[src/hdl/spid_pkg.sv]
// spid_pkg: field positions, codes and the decoded-word record for the
// instruction decoder of the floating-point signal processor.
// assumes a 32-bit instruction word; no registers reached by software.
package spid_pkg;

  // common and data-arithmetic field positions
  localparam int PAR_POS = 31;
  localparam int MAJ_HI = 30;
  localparam int MAJ_LO = 29;
  localparam int F4_HI = 30;
  localparam int F4_LO = 27;
  localparam int M_HI = 28;
  localparam int M_LO = 26;
  localparam int F_POS = 24;
  localparam int S_POS = 23;
  localparam int N_HI = 22;
  localparam int N_LO = 21;
  localparam int G_HI = 26;
  localparam int G_LO = 23;
  localparam int X_HI = 20;
  localparam int X_LO = 14;
  localparam int Y_HI = 13;
  localparam int Y_LO = 7;
  localparam int Z_HI = 6;
  localparam int Z_LO = 0;

  // control-arithmetic field positions
  localparam int OP_HI = 30;
  localparam int OP_LO = 26;
  localparam int VAR_POS = 25;
  localparam int C_HI = 26;
  localparam int C_LO = 22;
  localparam int SENSE_POS = 21;
  localparam int H_HI = 20;
  localparam int H_LO = 16;
  localparam int RA_HI = 25;
  localparam int RA_LO = 21;
  localparam int FN_HI = 24;
  localparam int FN_LO = 21;
  localparam int T_POS = 24;
  localparam int W_HI = 23;
  localparam int W_LO = 22;
  localparam int P_HI = 9;
  localparam int P_LO = 5;
  localparam int I_HI = 4;
  localparam int I_LO = 0;
  localparam int IMM_HI = 15;

  // codes
  localparam logic [3:0] F4_SEL = 4'hF;
  localparam logic [3:0] CONV_MAX = 4'h5;
  localparam logic [2:0] ACC_ZERO = 3'h4;
  localparam logic [2:0] ACC_ONE = 3'h5;
  localparam logic [4:0] OP_RSV = 5'h02;
  localparam logic [4:0] OP_LOOP = 5'h03;
  localparam logic [4:0] OP_CALL = 5'h04;
  localparam logic [4:0] OP_ADD3 = 5'h05;
  localparam logic [4:0] OP_ALU = 5'h06;
  localparam logic [4:0] OP_MOVE = 5'h07;
  localparam logic [4:0] REG_FCTL = 5'h1A;
  localparam logic [4:0] REG_IOCTL = 5'h1B;
  localparam logic [2:0] FCTL_W = 3'h3;
  localparam logic [2:0] DA_NONE = 3'h0;
  localparam logic [2:0] STEP_FLT = 3'h4;
  localparam logic [1:0] STEP_INT = 2'h2;
  localparam logic [1:0] STEP_BYTE = 2'h1;
  localparam logic [1:0] SRC_ACC = 2'h0;
  localparam logic [1:0] SRC_ZERO = 2'h1;
  localparam logic [1:0] SRC_ONE = 2'h2;
  localparam logic [1:0] CC_INT = 2'h0;
  localparam logic [1:0] CC_FLT = 2'h1;
  localparam logic [1:0] CC_IO = 2'h2;

  typedef enum logic [1:0] {
    STEP_NONE = 2'h0,
    STEP_REG = 2'h1,
    STEP_DEC = 2'h2,
    STEP_INC = 2'h3
  } spid_step_t;

  typedef enum logic [1:0] {
    W_HIGH = 2'h0,
    W_LOW = 2'h1,
    W_INT = 2'h2
  } spid_width_t;

  typedef enum logic [3:0] {
    CA_NONE = 4'h0,
    CA_BRANCH = 4'h1,
    CA_RSV = 4'h2,
    CA_LOOP = 4'h3,
    CA_CALL = 4'h4,
    CA_ADD3 = 4'h5,
    CA_ALU_REG = 4'h6,
    CA_ALU_IMM = 4'h7,
    CA_MV_DIR = 4'h8,
    CA_MV_PTR = 4'h9,
    CA_MV_IO = 4'hA
  } spid_ca_fmt_t;

  // one decoded word, registered whole so every output comes from a flop
  typedef struct packed {
    logic par_err, rsv_err, is_float, is_int;
    logic [2:0] da_fmt;
    logic [3:0] conv_op;
    logic [1:0] src_acc, src_kind;
    logic sub_f, sub_s;
    logic [1:0] dst_acc;
    logic [2:0][3:0] ptr;
    logic [2:0][1:0] step;
    logic [2:0][4:0] inc_reg;
    logic [2:0] direct;
    logic [2:0][2:0] dsel;
    logic [2:0] step_bytes;
    spid_ca_fmt_t ca_fmt;
    logic [4:0] cond;
    logic [1:0] cond_class;
    logic uncond, on_true;
    logic [3:0] alu_fn;
    logic [4:0] reg_a, reg_b;
    logic to_mem;
    logic [1:0] width;
    logic [4:0] mptr;
    logic [1:0] mstep;
    logic [4:0] minc;
    logic [1:0] mstep_bytes;
    logic io_move;
    logic [4:0] io_sel;
    logic [15:0] imm;
    logic imm_vld, ld_fctl, ld_ioctl;
    logic [15:0] ctl_val;
  } spid_dec_t;

endpackage

[src/hdl/spid_decoder.sv]
// spid_decoder: registered decoder of 32-bit instruction words.
// assumes instr_word is stable with instr_valid on the same clock.
// Summary of operation
// RULE1: bit 31 makes the word's count of ones odd.
// RULE2: bits 30-29 pick float formats 1-3; ones in 30-27 pick format 4.
// RULE3: format 4 conversion code 0-5 picks the operation, above is reserved.
// RULE4: source accumulator code picks acc 0-3, constant 0.0 or 1.0.
// RULE5: each sign bit means add when 0, subtract when 1.
// RULE6: operand field splits into 4-bit pointer and 3-bit increment.
// RULE7: 2-bit destination code picks accumulator 0 to 3.
// RULE8: pointer 1-14 selects register, 0 direct, 15 reuses previous pointer.
// RULE9: increment picks none, registers 15-19, or post step down/up.
// RULE10: zero pointer makes increment a direct operand with slot limits.
// RULE11: bits 30-26 and 25 select the control-arithmetic format.
// RULE12: condition prefix picks integer, float or I/O tests; some reserved.
// RULE13: sense bit picks branch on false or on true.
// RULE14: move direction bit: 0 into register, 1 out to memory.
// RULE15: width 00 high byte, 01 low byte, 1x 16-bit integer.
// RULE16: arithmetic/logic function code, four codes reserved.
// RULE17: 5-bit register code, codes above control words reserved.
// RULE18: zero move pointer selects I/O move; some pointer codes reserved.
// RULE19: move increment code picks register, zero, or post step.
// RULE20: low 16 bits carry the immediate or address.
// RULE21: I/O operand field decoded only when move pointer is zero.
// RULE22: control word loads take 16 bits or only 3 bits.
// RULE23: bad parity or reserved codes raise an error indication.
`timescale 1ns/1ps
`default_nettype none
module spid_decoder (
  input wire logic clk,
  input wire logic reset_n,
  input wire logic instr_valid,
  input wire logic [31:0] instr_word,
  output logic dec_valid_r,
  output logic parity_err_r,
  output logic reserved_err_r,
  output logic is_float_op_r,
  output logic is_int_op_r,
  output logic [2:0] da_format_r,
  output logic [3:0] conv_op_r,
  output logic [1:0] src_acc_r,
  output logic [1:0] src_kind_r,
  output logic sub_f_r,
  output logic sub_s_r,
  output logic [1:0] dst_acc_r,
  output logic [2:0][3:0] opnd_ptr_r,
  output logic [2:0][1:0] opnd_step_r,
  output logic [2:0][4:0] opnd_inc_reg_r,
  output logic [2:0] opnd_direct_r,
  output logic [2:0][2:0] opnd_dsel_r,
  output logic [2:0] opnd_step_bytes_r,
  output logic [3:0] ca_format_r,
  output logic [4:0] cond_r,
  output logic [1:0] cond_class_r,
  output logic uncond_r,
  output logic on_true_r,
  output logic [3:0] alu_fn_r,
  output logic [4:0] reg_a_r,
  output logic [4:0] reg_b_r,
  output logic to_mem_r,
  output logic [1:0] width_r,
  output logic [4:0] mem_ptr_r,
  output logic [1:0] mem_step_r,
  output logic [4:0] mem_inc_r,
  output logic [1:0] mem_step_bytes_r,
  output logic io_move_r,
  output logic [4:0] io_sel_r,
  output logic [15:0] imm_r,
  output logic imm_valid_r,
  output logic load_fctl_r,
  output logic load_ioctl_r,
  output logic [15:0] ctl_value_r
);

  function automatic logic rsv_reg(input logic [4:0] c);
    rsv_reg = (c > spid_pkg::REG_IOCTL); // RULE17
  endfunction

  // shared by the move pointer and increment tables
  function automatic logic rsv_upper(input logic [4:0] c);
    rsv_upper = (c == 5'h0F) || (c >= 5'h1A);
  endfunction

  function automatic logic rsv_cond(input logic [4:0] c);
    rsv_cond = (c[4:3] == 2'h3) || (c >= 5'h0D && c <= 5'h0F)
      || (c == 5'h16) || (c == 5'h17); // RULE12
  endfunction

  logic par_err;
  logic [3:0] xp;
  logic [3:0] yp;
  logic [3:0] zp;
  spid_pkg::spid_step_t xs;
  spid_pkg::spid_step_t ys;
  spid_pkg::spid_step_t zs;
  logic [4:0] xi;
  logic [4:0] yi;
  logic [4:0] zi;
  logic xd;
  logic yd;
  logic zd;
  logic [2:0] xsel;
  logic [2:0] ysel;
  logic [2:0] zsel;
  logic xbad;
  logic ybad;
  logic zbad;
  logic is_da;
  logic fmt4;
  logic [4:0] op;

  assign is_da = (instr_word[spid_pkg::MAJ_HI:spid_pkg::MAJ_LO] != 2'h0);
  assign fmt4 = (instr_word[spid_pkg::F4_HI:spid_pkg::F4_LO] == spid_pkg::F4_SEL);
  assign op = instr_word[spid_pkg::OP_HI:spid_pkg::OP_LO];

  spid_parity u_par (
    .word(instr_word),
    .par_err(par_err)
  );

  spid_opnd u_x (
    .field(instr_word[spid_pkg::X_HI:spid_pkg::X_LO]),
    .prev_ptr(4'h0),
    .slot(2'h2),
    .conv(fmt4),
    .used(is_da && !fmt4),
    .ptr(xp),
    .step(xs),
    .inc_reg(xi),
    .direct(xd),
    .dsel(xsel),
    .bad(xbad)
  );

  spid_opnd u_y (
    .field(instr_word[spid_pkg::Y_HI:spid_pkg::Y_LO]),
    .prev_ptr(xp),
    .slot(2'h1),
    .conv(fmt4),
    .used(is_da),
    .ptr(yp),
    .step(ys),
    .inc_reg(yi),
    .direct(yd),
    .dsel(ysel),
    .bad(ybad)
  );

  spid_opnd u_z (
    .field(instr_word[spid_pkg::Z_HI:spid_pkg::Z_LO]),
    .prev_ptr(yp),
    .slot(2'h0),
    .conv(fmt4),
    .used(is_da),
    .ptr(zp),
    .step(zs),
    .inc_reg(zi),
    .direct(zd),
    .dsel(zsel),
    .bad(zbad)
  );

  spid_pkg::spid_dec_t d;
  spid_pkg::spid_dec_t dec_r;
  spid_pkg::spid_dec_t dec_nxt;
  logic dec_valid_nxt;
  logic [2:0] m;
  logic [4:0] pf;
  logic [4:0] inc5;
  logic rsv;

  always_comb
  begin
    d = '0;
    rsv = 1'b0;
    m = instr_word[spid_pkg::M_HI:spid_pkg::M_LO];
    pf = instr_word[spid_pkg::P_HI:spid_pkg::P_LO];
    inc5 = instr_word[spid_pkg::I_HI:spid_pkg::I_LO];
    d.par_err = par_err; // RULE23
    d.imm = instr_word[spid_pkg::IMM_HI:0]; // RULE20
    if (is_da)
    begin
      d.is_float = 1'b1;
      d.da_fmt = fmt4 ? 3'h4 : {1'b0, instr_word[spid_pkg::MAJ_HI:spid_pkg::MAJ_LO]}; // RULE2
      d.dst_acc = instr_word[spid_pkg::N_HI:spid_pkg::N_LO]; // RULE7
      d.ptr = {xp, yp, zp}; // RULE8
      d.step = {xs, ys, zs}; // RULE9
      d.inc_reg = {xi, yi, zi}; // RULE9
      d.direct = {xd, yd, zd}; // RULE10
      d.dsel = {xsel, ysel, zsel}; // RULE10
      d.step_bytes = spid_pkg::STEP_FLT; // RULE9
      rsv = xbad || ybad || zbad; // RULE10
      if (fmt4)
      begin
        d.conv_op = instr_word[spid_pkg::G_HI:spid_pkg::G_LO]; // RULE3
        rsv = rsv || (d.conv_op > spid_pkg::CONV_MAX); // RULE3
      end
      else
      begin
        d.sub_f = instr_word[spid_pkg::F_POS]; // RULE5
        d.sub_s = instr_word[spid_pkg::S_POS]; // RULE5
        d.src_acc = m[1:0]; // RULE4
        if (m == spid_pkg::ACC_ZERO)
          d.src_kind = spid_pkg::SRC_ZERO; // RULE4
        else if (m == spid_pkg::ACC_ONE)
          d.src_kind = spid_pkg::SRC_ONE; // RULE4
        else
          d.src_kind = spid_pkg::SRC_ACC;
        rsv = rsv || (m > spid_pkg::ACC_ONE); // RULE4
      end
    end
    else
    begin
      d.is_int = 1'b1;
      d.reg_a = instr_word[spid_pkg::H_HI:spid_pkg::H_LO]; // RULE17
      if (op[4:1] == 4'h0)
      begin
        d.ca_fmt = spid_pkg::CA_BRANCH; // RULE11
        d.cond = instr_word[spid_pkg::C_HI:spid_pkg::C_LO]; // RULE12
        d.cond_class = d.cond[4:3]; // RULE12
        d.uncond = (d.cond == 5'h00); // RULE12
        d.on_true = instr_word[spid_pkg::SENSE_POS]; // RULE13
        d.imm_vld = 1'b1; // RULE20
        rsv = rsv_cond(d.cond) || rsv_reg(d.reg_a); // RULE12
      end
      else
      begin
        d.reg_b = instr_word[spid_pkg::RA_HI:spid_pkg::RA_LO];
        unique case (op)
          spid_pkg::OP_RSV:
          begin
            d.ca_fmt = spid_pkg::CA_RSV; // RULE11
            rsv = 1'b1; // RULE23
          end
          spid_pkg::OP_LOOP:
          begin
            d.ca_fmt = spid_pkg::CA_LOOP; // RULE11
            d.imm_vld = 1'b1; // RULE20
            rsv = rsv_reg(d.reg_a) || rsv_reg(d.reg_b); // RULE17
          end
          spid_pkg::OP_CALL:
          begin
            d.ca_fmt = spid_pkg::CA_CALL; // RULE11
            d.imm_vld = 1'b1; // RULE20
            rsv = rsv_reg(d.reg_a) || rsv_reg(d.reg_b); // RULE17
          end
          spid_pkg::OP_ADD3:
          begin
            d.ca_fmt = spid_pkg::CA_ADD3; // RULE11
            d.imm_vld = 1'b1; // RULE20
            d.ld_fctl = (d.reg_b == spid_pkg::REG_FCTL); // RULE22
            d.ld_ioctl = (d.reg_b == spid_pkg::REG_IOCTL); // RULE22
            if (d.ld_ioctl)
              d.ctl_val = d.imm; // RULE22
            else if (d.ld_fctl)
              d.ctl_val = {13'h0000, d.imm[spid_pkg::FCTL_W-1:0]}; // RULE22
            rsv = rsv_reg(d.reg_a) || rsv_reg(d.reg_b); // RULE17
          end
          spid_pkg::OP_ALU:
          begin
            // D sits where H does; register source in the S slot
            d.alu_fn = instr_word[spid_pkg::FN_HI:spid_pkg::FN_LO]; // RULE16
            d.reg_b = pf;
            if (instr_word[spid_pkg::VAR_POS])
            begin
              d.ca_fmt = spid_pkg::CA_ALU_IMM; // RULE11
              d.imm_vld = 1'b1; // RULE20
              d.reg_b = 5'h00;
            end
            else
              d.ca_fmt = spid_pkg::CA_ALU_REG; // RULE11
            rsv = (d.alu_fn == 4'h3) || (d.alu_fn == 4'h6) || (d.alu_fn == 4'h9)
              || (d.alu_fn == 4'hB) || rsv_reg(d.reg_a) || rsv_reg(d.reg_b); // RULE16
          end
          spid_pkg::OP_MOVE:
          begin
            d.reg_b = 5'h00;
            d.to_mem = instr_word[spid_pkg::T_POS]; // RULE14
            if (instr_word[spid_pkg::W_HI])
              d.width = spid_pkg::W_INT; // RULE15
            else if (instr_word[spid_pkg::W_LO])
              d.width = spid_pkg::W_LOW; // RULE15
            else
              d.width = spid_pkg::W_HIGH; // RULE15
            rsv = rsv_reg(d.reg_a); // RULE17
            if (!instr_word[spid_pkg::VAR_POS])
            begin
              d.ca_fmt = spid_pkg::CA_MV_DIR; // RULE11
              d.imm_vld = 1'b1; // RULE20
            end
            else if (pf == 5'h00)
            begin
              d.ca_fmt = spid_pkg::CA_MV_IO; // RULE18
              d.io_move = 1'b1; // RULE21
              d.io_sel = inc5; // RULE21
            end
            else
            begin
              d.ca_fmt = spid_pkg::CA_MV_PTR; // RULE18
              d.mptr = pf; // RULE18
              d.minc = inc5; // RULE19
              d.mstep_bytes = instr_word[spid_pkg::W_HI] ? spid_pkg::STEP_INT
                : spid_pkg::STEP_BYTE; // RULE19
              if (inc5 == 5'h16)
                d.mstep = spid_pkg::STEP_DEC; // RULE19
              else if (inc5 == 5'h17)
                d.mstep = spid_pkg::STEP_INC; // RULE19
              else if (inc5 == 5'h10)
                d.mstep = spid_pkg::STEP_NONE; // RULE19
              else
                d.mstep = spid_pkg::STEP_REG; // RULE19
              rsv = rsv || rsv_upper(pf) || (pf == 5'h10) || (pf == 5'h16)
                || (pf == 5'h17) || rsv_upper(inc5) || (inc5 == 5'h00); // RULE18
            end
          end
          default: d.ca_fmt = spid_pkg::CA_NONE;
        endcase
      end
    end
    d.rsv_err = rsv; // RULE23
  end

  // fields hold between words so the units can sample them late
  always_comb
  begin
    dec_valid_nxt = instr_valid;
    dec_nxt = instr_valid ? d : dec_r;
  end

  always_ff @(posedge clk or negedge reset_n)
  begin
    if (!reset_n)
    begin
      dec_valid_r <= 1'b0;
      dec_r <= '0;
    end
    else
    begin
      dec_valid_r <= dec_valid_nxt;
      dec_r <= dec_nxt;
    end
  end

  assign parity_err_r = dec_r.par_err;
  assign reserved_err_r = dec_r.rsv_err;
  assign is_float_op_r = dec_r.is_float;
  assign is_int_op_r = dec_r.is_int;
  assign da_format_r = dec_r.da_fmt;
  assign conv_op_r = dec_r.conv_op;
  assign src_acc_r = dec_r.src_acc;
  assign src_kind_r = dec_r.src_kind;
  assign sub_f_r = dec_r.sub_f;
  assign sub_s_r = dec_r.sub_s;
  assign dst_acc_r = dec_r.dst_acc;
  assign opnd_ptr_r = dec_r.ptr;
  assign opnd_step_r = dec_r.step;
  assign opnd_inc_reg_r = dec_r.inc_reg;
  assign opnd_direct_r = dec_r.direct;
  assign opnd_dsel_r = dec_r.dsel;
  assign opnd_step_bytes_r = dec_r.step_bytes;
  assign ca_format_r = dec_r.ca_fmt;
  assign cond_r = dec_r.cond;
  assign cond_class_r = dec_r.cond_class;
  assign uncond_r = dec_r.uncond;
  assign on_true_r = dec_r.on_true;
  assign alu_fn_r = dec_r.alu_fn;
  assign reg_a_r = dec_r.reg_a;
  assign reg_b_r = dec_r.reg_b;
  assign to_mem_r = dec_r.to_mem;
  assign width_r = dec_r.width;
  assign mem_ptr_r = dec_r.mptr;
  assign mem_step_r = dec_r.mstep;
  assign mem_inc_r = dec_r.minc;
  assign mem_step_bytes_r = dec_r.mstep_bytes;
  assign io_move_r = dec_r.io_move;
  assign io_sel_r = dec_r.io_sel;
  assign imm_r = dec_r.imm;
  assign imm_valid_r = dec_r.imm_vld;
  assign load_fctl_r = dec_r.ld_fctl;
  assign load_ioctl_r = dec_r.ld_ioctl;
  assign ctl_value_r = dec_r.ctl_val;

  parity_flag_a: assert property (@(posedge clk) disable iff (!reset_n) // RULE1
    instr_valid |=> dec_valid_r && (parity_err_r == ~(^$past(instr_word))))
    else $error("parity flag wrong");

  float_format_a: assert property (@(posedge clk) disable iff (!reset_n) // RULE2
    instr_valid && instr_word[30:27] == 4'hF |=> da_format_r == 3'h4 && is_float_op_r)
    else $error("format 4 not selected");

  conv_reserved_a: assert property (@(posedge clk) disable iff (!reset_n) // RULE3
    instr_valid && instr_word[30:27] == 4'hF && instr_word[26:23] > 4'h5
    |=> reserved_err_r)
    else $error("reserved conversion passed");

  src_const_a: assert property (@(posedge clk) disable iff (!reset_n) // RULE4
    instr_valid && instr_word[30:29] == 2'h1 && instr_word[28:26] == 3'h5
    |=> src_kind_r == 2'h2)
    else $error("constant 1.0 not chosen");

  dest_acc_a: assert property (@(posedge clk) disable iff (!reset_n) // RULE7
    instr_valid && instr_word[30:29] != 2'h0 |=> dst_acc_r == $past(instr_word[22:21]))
    else $error("destination accumulator wrong");

  branch_sense_a: assert property (@(posedge clk) disable iff (!reset_n) // RULE13
    instr_valid && instr_word[30:27] == 4'h0
    |=> ca_format_r == 4'h1 && on_true_r == $past(instr_word[21]))
    else $error("branch sense wrong");

  io_ignore_a: assert property (@(posedge clk) disable iff (!reset_n) // RULE21
    instr_valid && instr_word[30:25] == 6'h0F && instr_word[9:5] != 5'h00
    |=> !io_move_r && io_sel_r == 5'h00)
    else $error("io field decoded with pointer");

  fctl_width_a: assert property (@(posedge clk) disable iff (!reset_n) // RULE22
    load_fctl_r |-> ctl_value_r[15:3] == 13'h0000)
    else $error("float control value too wide");

  hold_fields_a: assert property (@(posedge clk) disable iff (!reset_n) // RULE20
    !instr_valid |=> !dec_valid_r && $stable(imm_r) && $stable(ca_format_r))
    else $error("fields changed without a word");

endmodule
`default_nettype wire

[src/hdl/spid_parity.sv]
// spid_parity: odd-parity check of one instruction word.
// assumes nothing; purely combinational.
`timescale 1ns/1ps
`default_nettype none
module spid_parity (
  input wire logic [31:0] word,
  output logic par_err
);

  // the whole word must hold an odd count of ones
  assign par_err = ~(^word); // RULE1

endmodule
`default_nettype wire

[src/hdl/spid_opnd.sv]
// spid_opnd: decodes one 7-bit X, Y or Z operand field.
// assumes the caller chains prev_ptr from the preceding field.
`timescale 1ns/1ps
`default_nettype none
module spid_opnd (
  input wire logic [6:0] field,
  input wire logic [3:0] prev_ptr,
  input wire logic [1:0] slot,
  input wire logic conv,
  input wire logic used,
  output logic [3:0] ptr,
  output spid_pkg::spid_step_t step,
  output logic [4:0] inc_reg,
  output logic direct,
  output logic [2:0] dsel,
  output logic bad
);

  logic [3:0] p;
  logic [2:0] i;
  logic slot_x;
  logic slot_z;
  logic fault;

  assign p = field[6:3]; // RULE6
  assign i = field[2:0]; // RULE6
  assign slot_x = (slot == 2'h2);
  assign slot_z = (slot == 2'h0);
  assign bad = used & fault;

  always_comb
  begin
    ptr = p;
    step = spid_pkg::STEP_NONE;
    inc_reg = 5'h00;
    direct = 1'b0;
    dsel = 3'h0;
    fault = 1'b0;
    if (p == 4'h0)
    begin
      direct = 1'b1; // RULE8
      dsel = i; // RULE10
      unique case (i)
        3'h5: fault = !slot_z; // RULE10
        3'h6: fault = slot_x || !conv; // RULE10
        3'h7: fault = !slot_z; // RULE10
        default: fault = slot_z; // RULE10
      endcase
    end
    else
    begin
      // X has no earlier pointer to reuse
      if (p == 4'hF)
      begin
        ptr = prev_ptr; // RULE8
        fault = slot_x;
      end
      unique case (i)
        3'h0: step = spid_pkg::STEP_NONE; // RULE9
        3'h6: step = spid_pkg::STEP_DEC; // RULE9
        3'h7: step = spid_pkg::STEP_INC; // RULE9
        default:
        begin
          step = spid_pkg::STEP_REG; // RULE9
          inc_reg = 5'(i) + 5'h0E; // RULE9
        end
      endcase
    end
  end

endmodule
`default_nettype wire

[config.mk]
export PLATFORM = sky130hd
export DESIGN_NAME = spid_decoder
export DESIGN_NICKNAME = d
export VERILOG_FILES = /design/src/hdl/spid_pkg.sv /design/src/hdl/spid_decoder.sv /design/src/hdl/spid_parity.sv /design/src/hdl/spid_opnd.sv
export SDC_FILE = /design/constraint.sdc
export NUM_CORES = 1
export LEC_CHECK = 0
export BUFFER_PORTS_ARGS = -buffer_cell sky130_fd_sc_hd__buf_4
export CAP_MARGIN = 20
export CORE_MARGIN = 2
export CORE_UTILIZATION = 35
export CTS_CLUSTER_SIZE = 10
export DETAILED_ROUTE_END_ITERATION = 10
export PLACE_DENSITY = 0.65
export SYNTH_ARGS = -nofsm -noshare
export SYNTH_HDL_FRONTEND = slang
export SYNTH_HIERARCHICAL = 1
export SYNTH_SLANG_ARGS = --single-unit
[constraint.sdc]
create_clock -name clk -period 0.8 [get_ports clk]
set_input_delay 0.24 -clock clk [delete_from_list [all_inputs] [get_ports clk]]
set_output_delay 0.24 -clock clk [all_outputs]
set_load 0.02 [all_outputs]
Word level (Yosys, flattened, before mapping):

Cells that the tools add are included.

* equal/unequal tests: 38
* add/sub/neg operators: 3
* magnitude comparators: 9
* muxes and demuxes: 79
* reduce and logical (&&, ||, !) cells: 44
* bitwise operators: 4

Operators by type and width (count)
* 63-bit 2-to-1 mux: 1
* 5-bit == test (second input constant): 10
* 5-bit 2-to-1 mux: 10
* 50-bit 2-to-1 mux: 1
* 4-bit 2-to-1 mux: 10
* 18-bit 2-to-1 mux: 2
* 3-bit == test (second input constant): 11
* 32-bit XOR reduction: 1
* 28-bit 2-to-1 mux: 1
* 4-bit == test (second input constant): 6
* 4-bit one-hot mux with 6 select lines: 1
* 23-bit 2-to-1 mux: 1
* 1-bit logical OR: 22
* 2-bit 2-to-1 mux: 11
* 1-bit 2-to-1 mux: 21
* 5-bit by 3-bit == test with 1-bit output (second input constant): 4
* 20-bit 2-to-1 mux: 1
* 19-bit 2-to-1 mux: 1
* 2-bit one-hot mux with 3 select lines: 3
* 4-bit zero test: 4
* 16-bit 2-to-1 mux: 1
* 3-bit by 4-bit adder with 5-bit output (second input constant): 3
* 5-bit greater-than comparator (second input constant): 3
* 5-bit zero test: 3
* 26 further kinds: 45

* output and inout bits: 153
* bits of input ports: 35
* bits in registers: 153
* logic and storage cells: 224

Longest topological paths before layout:

Gate-level depths: netlist of run 1.

* depth in word-level cells: 13
* mapped depth: 10
* depth with buffers taken out: 9

Cells and area by module:

The synthesis of run 1 kept the hierarchy.

Modules (own cells, without submodules)
* spid_decoder: seq. area each 3703.6 um^2, area an instance 5978.2 um^2, cells an instance 497, instances 1
* spid_opnd: seq. area each 0.0 um^2, area an instance 225.2 um^2, cells an instance 40, instances 3
* spid_parity: seq. area each 0.0 um^2, area an instance 271.5 um^2, cells an instance 31, instances 1

Least setup slack after synthesis of run 1:

Ideal clock, no wire load.

* kind: input to register
* from: in instr_word[28]
* to: reg dec_r, in the netlist reserved_err_r
* setup slack: -1557 ps
* library setup time: 126 ps
* data arrival time: 2231 ps
* stages: 9
* path buffers: 1
* data required time: 674 ps
* cells stage by stage: clkbuf_1 nand4_1 inv_1 a211oi_1 o311a_1 or4_1 o21ai_0 a41oi_1 a221o_1

* word-level cells in the longest chain between the ends: 10
* elaborated cells on any way between the ends: 27
* those cells by class: order compare (1); eq/ne (7); mux (8); bitwise (3); reduce/logical (8)

RTL lines
* from (decl): line spid_decoder.sv:33 `input wire logic [31:0] instr_word,`
* 4-bit == test (*): line spid_decoder.sv:113 `assign fmt4 = (instr_word[spid_pkg::F4_HI:spid_pkg::F4_LO] == spid_pkg::F4_SEL);`
* net fmt4: line spid_decoder.sv:109 `logic fmt4;`
* 1-bit zero test (*): line spid_opnd.sv:45 `3'h6: fault = slot_x || !conv;`
* 1-bit one-hot mux with 2 select lines (*): line spid_opnd.sv:43 `unique case (i)`
* 1-bit 2-to-1 mux (*): line spid_opnd.sv:39 `if (p == 4'h0)`
* 1-bit bitwise AND (*): line spid_opnd.sv:29 `assign bad = used & fault;`
* net ybad: line spid_decoder.sv:106 `logic ybad;`
* 1-bit logical OR (*) (2 in a row): line spid_decoder.sv:192 `rsv = xbad || ybad || zbad;`
* 1-bit logical OR, on equally long branches: line spid_decoder.sv:209, spid_decoder.sv:196
* 1-bit 2-to-1 mux (*): line spid_decoder.sv:193 `if (fmt4)`
* 1-bit 2-to-1 mux (*): line spid_decoder.sv:181 `if (is_da)`
* to (signal assigned): line spid_decoder.sv:340 `dec_r <= dec_nxt;`
* to (decl): line spid_decoder.sv:164 `spid_pkg::spid_dec_t dec_r;`

Mark *: on every way through the listed nets, which the timed path passes. The rest lies on a longest branch.
A chain may end at the register's enable or synchronous reset.

Worst setup path after layout of run 1:

* from: in instr_word[5]
* to: reg dec_r, in the netlist reserved_err_r

* elaborated cells on any way between the ends: 31
* those cells by class: order compare (2); eq/ne (4); mux (11); bitwise (1); reduce/logical (13)

RTL lines
* 4-bit zero test (*): line spid_opnd.sv:39
* 1-bit 2-to-1 mux (*): line spid_opnd.sv:39
* 1-bit bitwise AND (*): line spid_opnd.sv:29
* net zbad: line spid_decoder.sv:107 `logic zbad;`
* 1-bit logical OR (*): line spid_decoder.sv:192
* 1-bit logical OR, on equally long branches: line spid_decoder.sv:209, spid_decoder.sv:196
* 1-bit 2-to-1 mux (*): line spid_decoder.sv:193
* 1-bit 2-to-1 mux (*): line spid_decoder.sv:181

Mark *: on every way through the listed nets, which the timed path passes. The rest lies on a longest branch. The select of a mux whose other input is x is not followed.

==> results.yml, run 1 <==
status:
  status: "finished with violations"
  failed_checks: "negative setup slack"
floorplan:
  core_area_um2: 19500
  rows: 51
  ios: 188
  die_y_um: 145
  start_util_pct: 35.6
  dieWidth_um: 145
  dieArea_um2: 20900
logic_synthesis:
  ys.flop_type: "dfrtp_1"
  synthArstFlopShare_pct: 100
  yosysSeqAreaShare_pct: 53.5
  synth_edf_count: 0
  syn_avg_cell_area_um2: 10.7
  netlist_instances: 648
  synth.distinct_cells: 53
  synth_seq_cells: 148
  yosysWarnings: 6
  syn_area_um2: 6930
drt:
  wire_per_inst_um: 20.1
  drt_wl_total_mm: 27.5
  ant_nets: 0
  drcViolationCount: 0
  via_per_inst: 5.18
  dr.pass1.iters: 5
  dr.first_iter.drc_count: 511
  num_vias: 7097
place:
  port_buffers: 185
  hpwl_mm: 16.5
  finalWeightedCongestion: 0.923
  placed_area_um2: 9730
setup_path:
  max_stage_delay_ns: 0.57
  path_class: "primary input to flop"
  path_max_fanout: 2
  required_ns: 1.12
  path_cells: "buf_6 > or4_4 > o311a_1 > or4_1 > o21ai_1 > a41oi_1 > a221o_1"
  start_kind: "primary input"
  critPathSlowestCell: "or4_4"
  r2r_slack_ns: -0.20
  worstPathArrival_ns: 2.28
  cp-end-kind: "flop"
sta:
  holdWs_ns: 0.116
  hold_viol_final: 0
  finalCritPeriodShare_pct: 245
  grt_setup_unrepaired: "yes"
  slew_viol_final: 0
  setup_ws_ns: -1.16
  max_freq_mhz: 510
  tns_ns: -111.65
  skew_ns: 0
  setup_violations: 262
  finalCriticalPeriod_ns: 1.96
cells_and_area:
  final_util_pct: 67.6
  postLayoutCellArea_um2: 13200
  diodes: 0
  drive_above_1_share_pct: 60.0
  seq_area_um2: 3730
  multi_input_area_um2: 3720
  final.fill_count: 1362
  area_growth_pct: 90.0
  nets: 1131
global_routing:
  grt_pass1_vias: 6939
  grt_pass1_wl_mm: 39.4
  antenna_found_initial: 0
  gr-usage-all-layers_pct: 25.2
  grt_max_degree: 46
  grt_overflow: 0
clocking:
  clock_latency_ns: 0.43
  htreeDepth: 4
  clockBufferDepth: 2
  clockRootBuffer: "clkbuf_16"
  clock-sinks: 148
  cts_tree: "yes"
  cts_buffers: 17
  path_clk_slew_ns: 0.07
power:
  ir_worst_vdd_uv: 1410
  power_density_nw_per_um2: 1670
  p_leak_nw: 6.29
job:
  max_cap_violations: 0
worst_hold_path:
  min_path_type: "primary input to flop"
==> flip-flops by register name, indices dropped and copies added (netlist names), 3 cells and up <==
| name | count |
|---|---|
| ctl_value_r | 16 |
| imm_r | 16 |
| opnd_inc_reg_r | 15 |
| opnd_ptr_r | 12 |
| opnd_dsel_r | 9 |
| opnd_step_r | 6 |
| cond_r | 5 |
| io_sel_r | 5 |
| mem_inc_r | 5 |
| mem_ptr_r | 5 |
| reg_a_r | 5 |
| reg_b_r | 5 |
| alu_fn_r | 4 |
| ca_format_r | 4 |
| conv_op_r | 4 |
| da_format_r | 3 |
| opnd_direct_r | 3 |
==> Yosys cell counts, types with 5 or more instances <==
cell	number	area share, %
nand4_1	5	0.45
nor2_1	42	2.3
a22o_1	39	4.9
inv_1	26	1.4
a21oi_1	7	0.51
xnor2_1	30	3.8
nand3_1	8	0.58
clkbuf_1	32	1.7
dfrtp_1	148	53
mux2_2	19	3.1
buf_1	5	0.27
or4_1	6	0.65
nand2_1	87	4.7
o31a_1	6	0.76
o31ai_1	5	0.54
nor3_1	6	0.43
o21ai_0	12	0.87
buf_4	5	0.54
nor3b_1	6	0.65
o2bb2ai_1	78	9.9
==> layout by cell type, fill, tap and decap left out, types with 19 or more instances in the layout <==
cell type,instances
buf_4,220
o2bb2ai_2,32
o2bb2ai_1,46
conb_1,24
clkbuf_16,20
nand2_1,61
xnor2_1,20
nand2_2,22
dfrtp_2,19
dfrtp_1,129
buf_6,198
a22o_1,39
nor2_1,21
==> timing repair <==
| action | in CTS | in global routing |
|---|---|---|
| endpoints found under the setup margin | 296 | 296 |
| hold endpoints to repair | 148 | 0 |
| gates cloned | 5 | 3 |
| setup buffers | 97 | 73 |
| hold buffers | 1 | 0 |
| pin swaps | 64 | 70 |
| gates resized for setup | 266 | 131 |
==> critical path, delay by kind of cell <==
| family | cells | cell delay [ns] |
|---|---|---|
| simple gates | 2 | 1.07 |
| compound gates | 4 | 0.88 |
| buf+inv | 1 | 0.10 |
==> stage by stage <==
step | cells | setup slack (ns) | power, W
6_report | 1371 | -1.16 | 0.0219
5_1_grt | 1371 | -1.20 | 0.0227
4_1_cts | 1314 | -1.12 | 0.0214
3_5_place_dp | 1188 | -1.67 | 0.0123
3_3_place_gp | 1188 | -1.65 | 0.0122
2_1_floorplan | 670 | -1.46 | 0.0104
==> final timing paths <==
kind | startpoint | cells after the start | to
min in group asynchronous | reset_n | 2 | opnd_ptr_r[6]
hold / removal | instr_word[24] | 2 | alu_fn_r[3]
setup reg to reg | reg_b_r[3] | 2 | reg_b_r[3]
hold reg to reg | io_move_r | 1 | io_move_r
max in group asynchronous | reset_n | 3 | imm_r[4]
setup / recovery | instr_word[5] | 7 | reserved_err_r
==> metal layers <==
layer  routed length, µm  GRT usage (%)  share of wire, %
met2               13400           40.4                49
met1               11800           33.9                43
met4                 556           8.43               2.0
met3                1750           5.53               6.4
met5                   0              0                 0
==> where the power goes <==
part	total (W)	switching, W	internal (W)
Clock	0.00815	0.00344	0.00471
Sequential	0.00823	0.000327	0.00790
Combinational	0.00554	0.00269	0.00286
==> kinds of logic after synthesis <==
kind of cell               share of synthesized area, %
AOI/OAI and AO/OA                                  21.0
other                                             0.108
DFF                                                53.5
buffers and inverters                              4.81
muxes                                              3.09
xor gates and xnor gates                           4.30
adders and majority gates                         0.542
and+or+nand+nor                                    12.7
==> cell type report <==
| class | count | area share, % |
|---|---|---|
| timing repair buffer | 455 | 35.3 |
| sequential | 148 | 28.3 |
| multi-input combinational | 443 | 28.3 |
| clock buffer | 18 | 3.34 |
| tap | 265 | 2.52 |
| clock inverter | 14 | 1.14 |
| inverter | 28 | 1.07 |
No activity file was read; power rests on OpenSTA's default activity.
==> run 2: changes to the inputs <==
--- a/config.mk
+++ b/config.mk
@@ -5,13 +5,14 @@
 export SDC_FILE = /design/constraint.sdc
 export NUM_CORES = 1
 export LEC_CHECK = 0
+export ABC_AREA = 1
 export BUFFER_PORTS_ARGS = -buffer_cell sky130_fd_sc_hd__buf_4
 export CAP_MARGIN = 20
 export CORE_MARGIN = 2
 export CORE_UTILIZATION = 35
 export CTS_CLUSTER_SIZE = 10
 export DETAILED_ROUTE_END_ITERATION = 10
-export PLACE_DENSITY = 0.65
+export PLACE_DENSITY = 0.64
 export SYNTH_ARGS = -nofsm -noshare
 export SYNTH_HDL_FRONTEND = slang
 export SYNTH_HIERARCHICAL = 1
==> run 2 against run 1 <==
Compared with the run above: the flow still finishes with violations (negative setup slack); critical path type is now flop to output pin; combinational power shrank 5.4%; setup slack better by 0.73 ns; utilization down 4.1 points; largest cell class unchanged; global-route usage shrank 2.8 points; clock-buffer cell count is 3 higher; first-iteration DRC count fell by 20%; sequential power is 0.6% lower; total power grew 0.34%; critical endpoint is now opnd_ptr_r[0]; via count up 16%; synthesized area grew 11%.
==> results.yml, run 2 <==
sta:
  holdWs_ns: 0.0761
  tns_ns: -83.86
  finalCritPeriodShare_pct: 154
  skew_ns: 0
  hold_viol_final: 0
  finalCriticalPeriod_ns: 1.23
  slew_viol_final: 0
  setup_violations: 263
  max_freq_mhz: 811
  setup_ws_ns: -0.433
  grt_setup_unrepaired: "yes"
clocking:
  cts_tree: "yes"
  htreeDepth: 4
  clockBufferDepth: 2
  clock-sinks: 148
  cts_buffers: 17
  clock_latency_ns: 0.42
  path_clk_slew_ns: 0.07
  clockRootBuffer: "clkbuf_16"
logic_synthesis:
  yosysTopAreaCell: "dfrtp_1"
  yosysWarnings: 6
  ys.flop_type: "dfrtp_1"
  synthTopCellsByArea: "dfrtp_1 48%, nand2_1 16%, a22o_1 5.7%, inv_1 4.3%, nor2_1 3.7%"
  netlist_instances: 961
  synth_edf_count: 0
  yosysSeqAreaShare_pct: 48.2
  syn_avg_cell_area_um2: 7.99
  synth_most_common_cell: "nand2_1"
  ys_top_cells_by_count: "332 x nand2_1, 148 x dfrtp_1, 87 x inv_1, 75 x nor2_1, 50 x a22o_1"
  synth_seq_cells: 148
  syn_area_um2: 7680
  synthArstFlopShare_pct: 100
  netlist.area_leader.share_pct: 48.2
  synth.distinct_cells: 40
worst_hold_path:
  min_from: "instr_word[17]"
  holdPathStages: 2
  min_path_type: "primary input to flop"
  worstHoldEndpoint: "reg_a_r[1]"
drt:
  drt_wl_total_mm: 27.6
  drcViolationCount: 0
  dr.first_iter.drc_count: 410
  dr.pass1.iters: 5
  num_vias: 8220
  wire_per_inst_um: 16.1
  ant_nets: 0
  via_per_inst: 4.80
setup_path:
  path_class: "flop to output pin"
  r2r_start: "opnd_direct_r[0]"
  path_cells: "buf_6"
  required_ns: 0.56
  start_kind: "flop"
  cp-end-kind: "output pin"
  max_stage_delay_ns: 0.42
  r2r_slack_ns: -0.15
  reg2reg_depth: 3
  critPathSlowestCell: "dfrtp_1"
  path_buf_inv: 1
  worstPathArrival_ns: 0.99
  reg2reg_to: "opnd_direct_r[0]"
  path_max_fanout: 2
  critPathTopFamily: "flip-flops"
cells_and_area:
  final_common_cell: "nand2_1"
  seq_area_um2: 3710
  postLayoutCellArea_um2: 13800
  layout_common_cells: "280 x nand2_1, 226 x buf_4, 197 x buf_6"
  final.fill_count: 1720
  multi_input_area_um2: 4170
  diodes: 0
  area_growth_pct: 79.3
  drive_above_1_share_pct: 50.5
  nets: 1456
  finalNonFillerCells: 1711
power:
  power_density_nw_per_um2: 1600
  p_int_w: 0.0156
  power.switching_w: 0.00636
  pwr-share-clk_pct: 39.0
  ir_worst_vdd_uv: 1300
  power.share.switching_pct: 28.9
  pwr-share-comb_pct: 23.8
  p_leak_nw: 7.33
  pwr-share-seq_pct: 37.2
floorplan:
  start_util_pct: 35.4
  dieArea_um2: 23100
  ios: 188
  core_area_um2: 21700
  dieWidth_um: 152
  rows: 54
  die_y_um: 152
place:
  hpwl_mm: 18.5
  finalWeightedCongestion: 0.875
  dp_cells: 1563
  placed_area_um2: 10800
  preCtsSetupSlack_ns: -0.714
  port_buffers: 185
status:
  status: "finished with violations"
  failed_checks: "negative setup slack"
global_routing:
  antenna_found_initial: 0
  grt_pass1_vias: 8045
  grt_overflow: 0
  grt_max_degree: 41
  grt_pass1_wl_mm: 41.6
  gr-usage-all-layers_pct: 22.4
job:
  max_cap_violations: 0
-- run 2: changes by cell type after synthesis, moves of 13 or more --
cell,change
mux2_2,-19
o2bb2ai_1,-78
nand3_1,+13
o21ai_2,+18
nor2_1,+33
xnor2_1,-28
o21ai_0,+37
inv_2,+32
o21ai_1,+14
inv_1,+61
nand2_1,+245
-- run 2: layer usage --
metal / GRT usage, % / routed length, µm / vias to the layer above
met5: 0 / 0 / -
met4: 8.19 / 722 / 0
met3: 5.22 / 1560 / 52
met2: 36.8 / 13500 / 261
met1: 28.9 / 11800 / 3927
li1: - / - / 3980
-- run 2: cell type report --
class | instances | share of cell area (%)
sequential | 148 | 26.9
clock inverter | 11 | 1.26
tap | 280 | 2.54
clock buffer | 21 | 3.27
timing repair buffer | 445 | 31.6
multi-input combinational | 684 | 30.2
inverter | 122 | 4.19
-- run 2: through the flow --
stage | util, % | power [W]
after floorplan | - | 0.0104
after global placement | 50.0 | 0.0124
after detailed placement | 50.0 | 0.0124
after CTS | 60.2 | 0.0218
after global routing | 63.5 | 0.0229
final | 63.5 | 0.0220
-- run 2: repair_timing --
| action | in CTS | in global routing |
|---|---|---|
| hold buffers | 1 | 0 |
| hold endpoints to repair | 148 | 0 |
| resized for setup | 261 | 136 |
| cloned | 4 | 2 |
| setup endpoints to repair | 262 | 279 |
| pin swaps | 50 | 78 |
| setup buffers | 69 | 53 |
-- run 2: how the worst max path moves through the flow --
stage                              start                    to  cells after the start
finish                     opnd_ptr_r[0]         opnd_ptr_r[0]                      1
global route                   cond_r[3]             cond_r[3]                      1
CTS                 opnd_step_bytes_r[2]  opnd_step_bytes_r[2]                      1
detailed placement        instr_word[29]          mem_inc_r[0]                      8
global placement          instr_word[19]         opnd_ptr_r[2]                      9
floorplan                 instr_word[28]        reserved_err_r                     11
-- run 2: cell families after synthesis --
family,synth area share [%]
AND/OR/NAND/NOR,28.0
XOR/XNOR,0.228
flip-flops,48.2
buffers and inverters,7.95
adder cells (fa/ha/maj),0.489
other,0.0978
AO/OA/AOI/OAI,15.0
-- run 2: power by group through the flow --
stage / Sequential (W) / Clock, W / Combinational, W
2_1_floorplan: 0.00867 / 0 / 0.00168
3_3_place_gp: 0.00824 / 0 / 0.00413
3_5_place_dp: 0.00823 / 0 / 0.00419
4_1_cts: 0.00817 / 0.00872 / 0.00491
5_1_grt: 0.00822 / 0.00905 / 0.00563
6_report: 0.00818 / 0.00858 / 0.00524
